==> src/rtl/hbd_pkg.sv <==
/*
  Package for the H-bridge drive control block: timing constants, bridge
  states and the packed carriers for comparator inputs and gate commands.
  Assumes a 125 MHz system clock.
*/
package hbd_pkg;

  // ==========================================================================
  // Clock
  // ==========================================================================
  localparam int unsigned CLK_MHZ = 125;

  // ==========================================================================
  // Times in their own unit, and cycle counts derived from them
  // ==========================================================================
  localparam int unsigned DEAD_TIME_NS = 200;
  localparam int unsigned DEAD_CYC = (DEAD_TIME_NS * CLK_MHZ + 999) / 1000;
  localparam int unsigned WAKE_HOLD_US = 5;
  localparam int unsigned WAKE_HOLD_CYC = WAKE_HOLD_US * CLK_MHZ;
  localparam int unsigned WAKE_DELAY_US = 60;
  localparam int unsigned WAKE_DELAY_CYC = WAKE_DELAY_US * CLK_MHZ;
  localparam int unsigned OFF_TIME_US = 25;
  localparam int unsigned OFF_TIME_CYC = OFF_TIME_US * CLK_MHZ;
  localparam int unsigned OC_DEG_NS = 1500;
  localparam int unsigned OC_DEG_CYC = (OC_DEG_NS * CLK_MHZ + 999) / 1000;
  localparam int unsigned UV_DEG_US = 10;
  localparam int unsigned UV_DEG_CYC = UV_DEG_US * CLK_MHZ;
  localparam int unsigned IDLE_ENTRY_US = 1000;
  localparam int unsigned IDLE_ENTRY_CYC = IDLE_ENTRY_US * CLK_MHZ;
  localparam int unsigned RETRY_US = 3000;
  localparam int unsigned RETRY_CYC = RETRY_US * CLK_MHZ;

  localparam int unsigned CNT_W = 20;
  localparam int unsigned SYNC_STAGES = 3;

  // ==========================================================================
  // Bridge states and carriers
  // ==========================================================================
  typedef enum logic [1:0] {
    HBD_COAST,
    HBD_REVERSE,
    HBD_FORWARD,
    HBD_BRAKE
  } hbd_drive_t;

  typedef struct packed {
    logic regulation_limit;
    logic overcurrent;
    logic thermal_fault;
    logic supply_low;
  } hbd_sense_t;

  typedef struct packed {
    logic high_on;
    logic low_on;
  } hbd_gate_t;

endpackage

==> src/rtl/hbd_drive_ctrl.sv <==
/*
  H-bridge drive control: input decode, standby and wake, current
  regulation off-time with slow or mixed decay, and fault handling for
  overcurrent with retry, over-temperature and supply undervoltage.
  Assumes the comparators and pin levels arrive asynchronously and that
  gate commands go to drivers that add their own propagation delay.
*/
`timescale 1ns/1ns

module hbd_drive_ctrl #(
  parameter int unsigned IDLE_CYC = hbd_pkg::IDLE_ENTRY_CYC,
  parameter int unsigned RETRY_CYC = hbd_pkg::RETRY_CYC,
  parameter int unsigned WAKE_CYC = hbd_pkg::WAKE_DELAY_CYC,
  parameter int unsigned HOLD_CYC = hbd_pkg::WAKE_HOLD_CYC,
  parameter int unsigned OFF_CYC = hbd_pkg::OFF_TIME_CYC,
  parameter int unsigned UV_CYC = hbd_pkg::UV_DEG_CYC,
  parameter int unsigned OC_CYC = hbd_pkg::OC_DEG_CYC
) (
  // Clock and reset
  input wire logic clk_sys,
  input wire logic rstn,
  // Control inputs from the host, pulled low when undriven
  input wire logic bridge_input_a,
  input wire logic bridge_input_b,
  // Configuration straps
  input wire logic mixed_decay_sel,
  // Analog comparator results
  input wire hbd_pkg::hbd_sense_t sense,
  // Gate commands for the two half-bridges
  output hbd_pkg::hbd_gate_t gate_a,
  output hbd_pkg::hbd_gate_t gate_b,
  // Status
  output logic standby,
  output logic overcurrent_fault,
  output logic thermal_fault,
  output logic supply_low_fault,
  output logic internal_supply_on
);

  // ==========================================================================
  // Input synchronisation
  // ==========================================================================
  localparam int unsigned NSYNC = 7;
  logic [NSYNC-1:0] raw_in;
  logic [NSYNC-1:0] sync_in;
  hbd_pkg::hbd_sense_t sense_s;
  logic in_a;
  logic in_b;
  logic mixed_s;

  // Pulldowns live in the pad; a floating pin arrives here as zero
  assign raw_in = {bridge_input_a, bridge_input_b, mixed_decay_sel, sense};

  hbd_sync #(.WIDTH(NSYNC)) u_sync (
    .clk_sys(clk_sys),
    .rstn(rstn),
    .async_in(raw_in),
    .sync_out(sync_in)
  );

  assign in_a = sync_in[6];
  assign in_b = sync_in[5];
  assign mixed_s = sync_in[4];
  assign sense_s = sync_in[3:0];

  // ==========================================================================
  // Control state
  // ==========================================================================
  typedef enum logic [2:0] {
    ST_STANDBY,
    ST_WAKE,
    ST_RUN,
    ST_OFF_FAST,
    ST_OFF_SLOW,
    ST_OC_WAIT
  } hbd_state_t;

  hbd_state_t state_q;
  hbd_state_t state_d;
  logic [hbd_pkg::CNT_W-1:0] tmr_q;
  logic [hbd_pkg::CNT_W-1:0] tmr_d;
  logic [hbd_pkg::CNT_W-1:0] idle_q;
  logic [hbd_pkg::CNT_W-1:0] idle_d;
  logic [hbd_pkg::CNT_W-1:0] uv_cnt_q;
  logic [hbd_pkg::CNT_W-1:0] oc_cnt_q;
  logic uv_q;
  logic ot_q;
  hbd_pkg::hbd_drive_t trip_dir_q;
  hbd_pkg::hbd_drive_t drive_req;
  hbd_pkg::hbd_drive_t drive_eff;

  wire any_in = in_a | in_b;
  wire tmr_zero = (tmr_q == '0);
  wire idle_done = (idle_q >= hbd_pkg::CNT_W'(IDLE_CYC));
  wire hold_done = (tmr_q >= hbd_pkg::CNT_W'(HOLD_CYC));
  wire fault_stop = uv_q | ot_q;

  // Decode of the two inputs
  assign drive_req = hbd_pkg::hbd_drive_t'({in_a, in_b});

  // ==========================================================================
  // Fault deglitch
  // ==========================================================================
  // Undervoltage latches after a steady low supply, releases at once
  wire uv_hit = uv_cnt_q >= hbd_pkg::CNT_W'(UV_CYC);
  wire oc_hit = oc_cnt_q >= hbd_pkg::CNT_W'(OC_CYC);

  always_ff @(posedge clk_sys) begin
    if (!rstn) begin
      uv_cnt_q <= '0;
      oc_cnt_q <= '0;
      uv_q <= 1'b0;
      ot_q <= 1'b0;
    end else begin
      uv_cnt_q <= sense_s.supply_low ? (uv_hit ? uv_cnt_q : uv_cnt_q + 1'b1) : '0;
      oc_cnt_q <= sense_s.overcurrent ? (oc_hit ? oc_cnt_q : oc_cnt_q + 1'b1) : '0;
      uv_q <= sense_s.supply_low & uv_hit;
      ot_q <= sense_s.thermal_fault;
    end
  end

  // ==========================================================================
  // Sequencer
  // ==========================================================================
  always_comb begin
    state_d = state_q;
    tmr_d = tmr_q;
    idle_d = any_in ? '0 : (idle_done ? idle_q : idle_q + 1'b1);
    unique case (state_q)
      ST_STANDBY: begin
        // Wake needs an input held high for the hold time
        tmr_d = any_in ? (hold_done ? tmr_q : tmr_q + 1'b1) : '0;
        if (hold_done && any_in) begin
          state_d = ST_WAKE;
          tmr_d = hbd_pkg::CNT_W'(WAKE_CYC);
        end
      end
      ST_WAKE: begin
        tmr_d = tmr_q - 1'b1;
        if (tmr_zero) begin
          state_d = ST_RUN;
        end
      end
      ST_RUN: begin
        // Grounded sense never raises the comparator, so no trip occurs
        if (idle_done) begin
          state_d = ST_STANDBY;
          tmr_d = '0;
        end else if (sense_s.regulation_limit && drive_req != hbd_pkg::HBD_COAST) begin
          state_d = mixed_s ? ST_OFF_FAST : ST_OFF_SLOW;
          tmr_d = mixed_s ? hbd_pkg::CNT_W'(OFF_CYC / 2) : hbd_pkg::CNT_W'(OFF_CYC);
        end
      end
      ST_OFF_FAST: begin
        tmr_d = tmr_q - 1'b1;
        if (tmr_zero) begin
          state_d = ST_OFF_SLOW;
          tmr_d = hbd_pkg::CNT_W'(OFF_CYC - OFF_CYC / 2);
        end
      end
      ST_OFF_SLOW: begin
        tmr_d = tmr_q - 1'b1;
        if (tmr_zero) begin
          state_d = ST_RUN;
        end
      end
      ST_OC_WAIT: begin
        tmr_d = tmr_zero ? tmr_q : tmr_q - 1'b1;
        if (tmr_zero && !sense_s.overcurrent) begin
          state_d = ST_RUN;
        end
      end
      default: begin
        state_d = ST_STANDBY;
      end
    endcase
    // Overcurrent wins from any state but standby and wake, and restarts the retry wait
    if (oc_hit && state_q != ST_STANDBY && state_q != ST_WAKE) begin
      state_d = ST_OC_WAIT;
      tmr_d = hbd_pkg::CNT_W'(RETRY_CYC);
    end
  end

  always_ff @(posedge clk_sys) begin
    if (!rstn) begin
      state_q <= ST_STANDBY;
      tmr_q <= '0;
      idle_q <= '0;
      trip_dir_q <= hbd_pkg::HBD_COAST;
    end else begin
      state_q <= state_d;
      tmr_q <= tmr_d;
      idle_q <= idle_d;
      if (state_q == ST_RUN) begin
        trip_dir_q <= drive_req;
      end
    end
  end

  // ==========================================================================
  // Output selection
  // ==========================================================================
  // Reverse the captured drive in the fast half; brake stays brake
  wire [1:0] rev_dir = (trip_dir_q == hbd_pkg::HBD_FORWARD) ? hbd_pkg::HBD_REVERSE :
                       (trip_dir_q == hbd_pkg::HBD_REVERSE) ? hbd_pkg::HBD_FORWARD :
                       trip_dir_q;
  wire run_st = (state_q == ST_RUN);
  wire fast_st = (state_q == ST_OFF_FAST);
  wire slow_st = (state_q == ST_OFF_SLOW);
  wire oc_st = (state_q == ST_OC_WAIT);

  // Faults, standby and wake force coast ahead of everything
  assign drive_eff = fault_stop ? hbd_pkg::HBD_COAST :
                     run_st ? drive_req :
                     fast_st ? hbd_pkg::hbd_drive_t'(rev_dir) :
                     slow_st ? hbd_pkg::HBD_BRAKE :
                     hbd_pkg::HBD_COAST;

  wire drive_on = (drive_eff != hbd_pkg::HBD_COAST);
  wire a_high = (drive_eff == hbd_pkg::HBD_FORWARD);
  wire b_high = (drive_eff == hbd_pkg::HBD_REVERSE);

  hbd_half_bridge u_half_a (
    .clk_sys(clk_sys),
    .rstn(rstn),
    .drive_en(drive_on),
    .drive_high(a_high),
    .gate(gate_a)
  );

  hbd_half_bridge u_half_b (
    .clk_sys(clk_sys),
    .rstn(rstn),
    .drive_en(drive_on),
    .drive_high(b_high),
    .gate(gate_b)
  );

  // ==========================================================================
  // Status outputs
  // ==========================================================================
  // Internal supply is off in standby, in the overcurrent wait and during over-temperature; undervoltage leaves it on
  always_ff @(posedge clk_sys) begin
    if (!rstn) begin
      standby <= 1'b1;
      overcurrent_fault <= 1'b0;
      thermal_fault <= 1'b0;
      supply_low_fault <= 1'b0;
      internal_supply_on <= 1'b0;
    end else begin
      standby <= (state_d == ST_STANDBY);
      overcurrent_fault <= (state_d == ST_OC_WAIT);
      thermal_fault <= ot_q;
      supply_low_fault <= uv_q;
      internal_supply_on <= ~ot_q & ~(state_d == ST_OC_WAIT) & ~(state_d == ST_STANDBY);
    end
  end

endmodule

==> src/rtl/hbd_half_bridge.sv <==
/*
  One half-bridge with break-before-make sequencing.
  Assumes the requested level changes no faster than the dead time; a
  request is held until the opposite switch has been off long enough.
*/
`timescale 1ns/1ns
module hbd_half_bridge #(
  parameter int unsigned DEAD = hbd_pkg::DEAD_CYC
) (
  // Clock and reset
  input wire logic clk_sys,
  input wire logic rstn,
  // Request: drive enable and level
  input wire logic drive_en,
  input wire logic drive_high,
  // Gate commands
  output hbd_pkg::hbd_gate_t gate
);

  logic [7:0] dead_q;
  logic [7:0] dead_d;
  hbd_pkg::hbd_gate_t gate_q;
  hbd_pkg::hbd_gate_t gate_d;
  hbd_pkg::hbd_gate_t want;

  // Switching off is immediate; switching on waits out the dead time
  wire want_change = (want != gate_q);
  wire any_on = gate_q.high_on | gate_q.low_on;
  wire dead_done = (dead_q == 8'h00);

  assign want.high_on = drive_en & drive_high;
  assign want.low_on = drive_en & ~drive_high;

  always_comb begin
    gate_d = gate_q;
    dead_d = dead_q;
    if (want_change && any_on) begin
      gate_d = '0;
      dead_d = 8'(DEAD);
    end else if (want_change && dead_done) begin
      gate_d = want;
    end else if (!dead_done) begin
      dead_d = dead_q - 8'h01;
    end
  end

  always_ff @(posedge clk_sys) begin
    if (!rstn) begin
      gate_q <= '0;
      dead_q <= 8'h00;
    end else begin
      gate_q <= gate_d;
      dead_q <= dead_d;
    end
  end

  assign gate = gate_q;

endmodule

==> src/rtl/hbd_sync.sv <==
/*
  Three-stage synchroniser with agreement filter for asynchronous inputs.
  Assumes a single system clock; the output changes only once the second
  and third stages agree.
*/
`timescale 1ns/1ns
module hbd_sync #(
  parameter int unsigned WIDTH = 1
) (
  // Clock and reset
  input wire logic clk_sys,
  input wire logic rstn,
  // Data
  input wire logic [WIDTH-1:0] async_in,
  output logic [WIDTH-1:0] sync_out
);

  logic [WIDTH-1:0] s1_q;
  logic [WIDTH-1:0] s2_q;
  logic [WIDTH-1:0] s3_q;
  logic [WIDTH-1:0] out_q;
  wire [WIDTH-1:0] agree = ~(s2_q ^ s3_q);
  wire [WIDTH-1:0] out_d = (agree & s3_q) | (~agree & out_q);

  always_ff @(posedge clk_sys) begin
    if (!rstn) begin
      s1_q <= '0;
      s2_q <= '0;
      s3_q <= '0;
      out_q <= '0;
    end else begin
      s1_q <= async_in;
      s2_q <= s1_q;
      s3_q <= s2_q;
      out_q <= out_d;
    end
  end

  assign sync_out = out_q;

endmodule

==> config.mk <==
export PLATFORM = sky130hd
export DESIGN_NAME = hbd_drive_ctrl
export DESIGN_NICKNAME = d
export VERILOG_FILES = /design/src/rtl/hbd_pkg.sv /design/src/rtl/hbd_drive_ctrl.sv /design/src/rtl/hbd_half_bridge.sv /design/src/rtl/hbd_sync.sv
export SDC_FILE = /design/constraint.sdc
export NUM_CORES = 1
export LEC_CHECK = 0
export ABC_AREA = 1
export BUFFER_PORTS_ARGS = -buffer_cell sky130_fd_sc_hd__buf_2
export CAP_MARGIN = 20
export CORE_MARGIN = 5
export CORE_UTILIZATION = 39
export CTS_BUF_LIST = sky130_fd_sc_hd__clkbuf_8 sky130_fd_sc_hd__clkbuf_16
export CTS_CLUSTER_SIZE = 8
export DETAILED_ROUTE_END_ITERATION = 6
export PLACE_DENSITY = 0.65
export SYNTH_ARGS = -nofsm -noshare
export SYNTH_HDL_FRONTEND = slang
export SYNTH_SLANG_ARGS = --single-unit
==> constraint.sdc <==
create_clock -name clk_sys -period 1.7 [get_ports clk_sys]
set_input_delay 0.255 -clock clk_sys [delete_from_list [all_inputs] [get_ports clk_sys]]
set_output_delay 0.255 -clock clk_sys [all_outputs]
set_load 0.05 [all_outputs]
Yosys cells after proc, flatten, opt, wreduce, memory -nomap -nowiden
Cells that the tools add are included.
W data, S select, Z words.

cells by class
  $add $sub $neg = 7
  order comparisons = 4
  equality and inequality tests = 23
  muxes and demuxes = 31
  bitwise operators = 27
  reductions and logical operators = 33

operators with widths
  kind                     number
  $mux W20                 7
  $pmux W20 S5             1
  $add A20 B1 Y20 const B  4
  $mux W5                  6
  $mux W3                  8
  $ge A20 B10 Y1 const B   1
  $ge A20 B11 Y1 const B   1
  $ge A20 B17 Y1 const B   1
  $ge A20 B8 Y1 const B    1
  $logic_not A20 Y1        1
  $sub A20 B1 Y20 const B  1
  $mux W19                 1
  $logic_not A8 Y1         2
  $sub A8 B1 Y8 const B    2
  $pmux W3 S5              1
  $and A7 B7 Y7            2
  $not A7 Y7               2
  $mux W12                 1
  $mux W2                  6
  $reduce_and A2 Y1        6
  $not A1 Y1               10
  $reduce_or A2 Y1         5
  $eq A3 B3 Y1 const B     3
  $logic_and A1 B1 Y1      9
  other kinds (23)         43

storage, ports and cells
  register bits = 140
  output and inout bits = 9
  word-level logic and storage cells = 151

Longest topological paths before layout
  depth after elaboration = 13
  mapped depth = 14

Hierarchy
From an unflattened synthesis, not the netlist that was laid out.

second synthesis, totals
  cell total of the unflattened synthesis = 1015
  area total of the unflattened synthesis = 7191.9 µm²

modules (own cells, without submodules)
  module           instances  cells an instance  area each (µm²)
  hbd_drive_ctrl   1          745                5171.2
  hbd_half_bridge  2          88                 584.3
  hbd_sync         1          94                 852.1

Worst setup path before layout
Ideal clock, no wire load.

  path type = reg2reg
  start point = register tmr_q[2] (netlist name)
  end point = register tmr_q[3] (netlist name)
  library setup time = 0.117 ns
  data arrival time = 1.613 ns
  path slack = -0.029 ns
  stages on the path, launching flop included = 11
  path buffers = 1
  clock period less this slack = 1.729 ns
  cells stage by stage = dfxtp_1 clkbuf_1 nor2_1 nand3_1 nor2_1 nand2_2 o21ai_1 o21bai_4 nand2_2 o21ai_1 nor2_1

on the way
  word-level cells in the longest chain between the ends = 6
  elaborated cells on any way between the ends = 15

RTL lines
  element                   line                   text
  start: declaration        hbd_drive_ctrl.sv:80   logic [hbd_pkg::CNT_W-1:0] tmr_q;
  start signal: assignment  hbd_drive_ctrl.sv:192  tmr_q <= tmr_d;
  $add A20 B1 Y20           hbd_drive_ctrl.sv:132  tmr_d = any_in ? (hold_done ? tmr_q : tmr_q + 1'b1) : '0;
  $mux W20 (2 in series)    hbd_drive_ctrl.sv:132
  $mux W20                  hbd_drive_ctrl.sv:133  if (hold_done && any_in) begin
  $pmux W20 S5              hbd_drive_ctrl.sv:129  unique case (state_q)
  $mux W19                  hbd_drive_ctrl.sv:178  if (oc_hit && state_q != ST_STANDBY && state_q != ST_WAKE) begin

Parallel ways exist; a longest one is shown, timed or not. The select of a mux whose other input is x is not followed.
A chain may end at the register's enable or synchronous reset.

Worst setup path after layout
  start point = register tmr_q[1] (netlist name)
  end point = register tmr_q[6] (netlist name)

Same word-level chain as after synthesis.

==> reports/metrics.cfg <==
[route]
dr.pass1.iters = 5
drt-initial-drc-count = 442
drc_errors = 0
vias = 6450
via_per_inst = 4.82
antenna_left = 0
totalWireLength_um = 16900
routedWlPerCell_um = 12.6

[floorplan]
die_y_um = 141
rows = 47
die_area_mm2 = 0.0198
pin_count = 18
fp.dieW_um = 141
core_mm2 = 0.0167
start_util_pct = 40.0

[clock_network]
clockBufferDepth = 2
clk_latency_ns = 0.42
clock-root-buffer = clkbuf_16
cts_tree = yes
clkTransAtPathRegs_ns = 0.07
cts_buffers = 17
clock_sinks = 140
htreeDepth = 4

[power]
pwr_density_cell_mw_per_mm2 = 869
vdd_drop_max_v = 0.00113
leakagePower_nw = 4.29
power_mw = 8.22

[placement]
dp.cells = 1280
hpwlAfterDp_um = 10800
numPortBuffers = 17
place_congestion = 0.886
pre_cts_ws_ns = -0.293

[worst_setup_path]
slowest_delay_ns = 0.33
crit_top_cell = nand2_1
setup.worst_path.class = reg2reg
crit_slowest_cell = dfxtp_2
crit_arrival_ns = 2.16
cp_data_required_time_ns = 2.01
startpoint_type = flop
endpoint_kind = flop
worstPathCellList = inv_2 -> buf_6 -> ha_4 -> nand3b_1 -> nand2_1 -> nand2_1 -> nand2_2 -> nand2_4 -> o21ai_1 -> o211ai_1 -> a21oi_1 -> nor2_1
crit_fanout = 3

[final_layout]
diodes = 0
multiInputGateArea_mm2 = 0.00405
synthToLayoutAreaGrowth_pct = 41.7
fillers = 1482
register_area_mm2 = 0.00284
drive_above_1_share_pct = 33.1
layout.nets = 1127
final_core_util_pct = 56.6
fin_cells = 1339

[status]
status = finished with violations
violations = negative setup slack

[global_route]
track_usage_pct = 16.3
grt_pass1_wl_um = 26700
grt_max_degree = 50
antenna_found_initial = 0
gr-total-overflow = 0
first_global_vias = 5824

[hold_path]
hold_path.class = in2reg

[sta]
hold_violations = 0
drv_slew = 0
timing.final.ws_setup_ns = -0.158
slew_headroom_pct = 65.3
rsz0062_at_grt = true
max_clock_freq_ghz = 0.538
period_share_pct = 109
fin_crit_ns = 1.86
setup_viol = 16
worst_pin_slew_ns = 0.520
worst_clock_skew_ns = 0.0115

[synth]
yosysSeqAreaShare_pct = 42.0
synthCells = 956
synthesis.nets = 977
yosysMostFrequentCell = nand2_1
ys.flop_type = dfxtp_1
synth_top_area_cell = dfxtp_1
yosysUniqueCellTypes = 44
netlist_top_cells_area = dfxtp_1, nand2_1, nor2_1
ys.warnings.count = 0
synth_edf_count = 0
synth_common_cells = nand2_1, nor2_1, dfxtp_1, inv_1, a21oi_1
ys_seq_elements = 140
syn-cell-area_mm2 = 0.00668
syn-mean-instance-area_um2 = 6.98
synth_top_area_share_pct = 42.0
synthArstFlopShare_pct = 0

[flow_run]
maxCapViolations = 0

[logic make-up (layout without fill, tap and decap cells)]
family	Yosys count	in the layout	share of synthesized area, %
and+or+nand+nor	472	472	30.2
buffers and inverters	161	324	9.24
DFF	140	140	42.0
AOI/OAI and AO/OA	131	131	11.1
xor gates and xnor gates	40	40	5.25
adders and majority gates	12	12	2.25
[metal layers]
metal / track usage, % / part of all wire, % / vias to the layer above
li1: - / - / 3313
met1: 20.8 / 44 / 2938
met2: 27.0 / 49 / 156
met3: 3.18 / 4.8 / 43
met4: 6.94 / 2.6 / 0
met5: 0 / 0 / -
[cell usage in the layout (no fill, tap or decap), drive strengths merged, types with 4 or more instances in the layout]
cell      synthesis  routed
nor3             20      20
xnor2            15      15
nand4            12      12
o21ai            52      52
nor2            171     171
clkinv            1       6
clkbuf           11      19
ha               12      12
or2               4       4
buf               9     148
inv             140     143
nand3            56      56
clkinvlp          0       4
a21oi            59      59
xor2             25      25
dfxtp           140     140
nand2           199     199
nor4              5       5
[state kept, by name, summed over array words and instances (netlist names), 3 cells and up, named ones only]
register	cells
u_sync.s1_q	7
u_half_a.dead_q	8
uv_cnt_q	20
u_sync.s3_q	7
u_sync.s2_q	7
u_half_b.dead_q	8
idle_q	20
tmr_q	20
oc_cnt_q	20
state_q	3
[worst max-delay path: cells and delay by family, from the launching register on]
| kind | cells | cell delay (ns) |
|---|---|---|
| AO/OA/AOI/OAI | 3 | 0.55 |
| adder cells (fa/ha/maj) | 1 | 0.14 |
| buffers and inverters | 2 | 0.17 |
| flip-flops | 1 | 0.33 |
| AND/OR/NAND/NOR | 6 | 0.56 |
[stage by stage]
step           setup TNS [ns]  hold slack (ns)  instance area [um^2]
3_5_place_dp            -4.13            0.395                  7800
4_1_cts                -0.442          0.00156                  8750
6_report               -0.768           0.0232                  9460
2_1_floorplan               0            0.353                  6690
5_1_grt                 -3.07           0.0238                  9460
3_3_place_gp            -3.45            0.393                  7800
[cell type report]
type	instances	area share (%)
multi-input cells	655	42.8
flip-flops and latches	140	30.0
repair buffers	151	12.5
inverters	141	5.67
clock buffers	19	4.79
well taps	220	2.91
clock inverters	13	1.24
[final timing paths]
path             startpoint  depth (start not counted)  slack [ns]        endpoint
max                tmr_q[1]                         12       -0.16        tmr_q[6]
min                sense[3]                          3        0.02  u_sync.s1_q[3]
max reg2reg        tmr_q[1]                         12       -0.16        tmr_q[6]
min reg2reg  u_sync.s1_q[3]                          2        0.41  u_sync.s2_q[3]
[repair_timing]
action	4_1_cts	5_1_grt
cloned	0	1
hold buffers	3	0
setup buffers	8	15
gates resized for setup	86	153
endpoints found under the setup margin	48	70
pin swaps	34	49
endpoints found under the hold margin	3	0
[power breakdown]
| group | total, mW | internal, mW | switching, mW |
|---|---|---|---|
| combinational | 1.14 | 0.520 | 0.619 |
| sequential | 3.54 | 3.43 | 0.113 |
| clock | 3.53 | 2.09 | 1.44 |
| total | 8.22 | 6.04 | 2.17 |
Power figures use the tool's default switching activity.
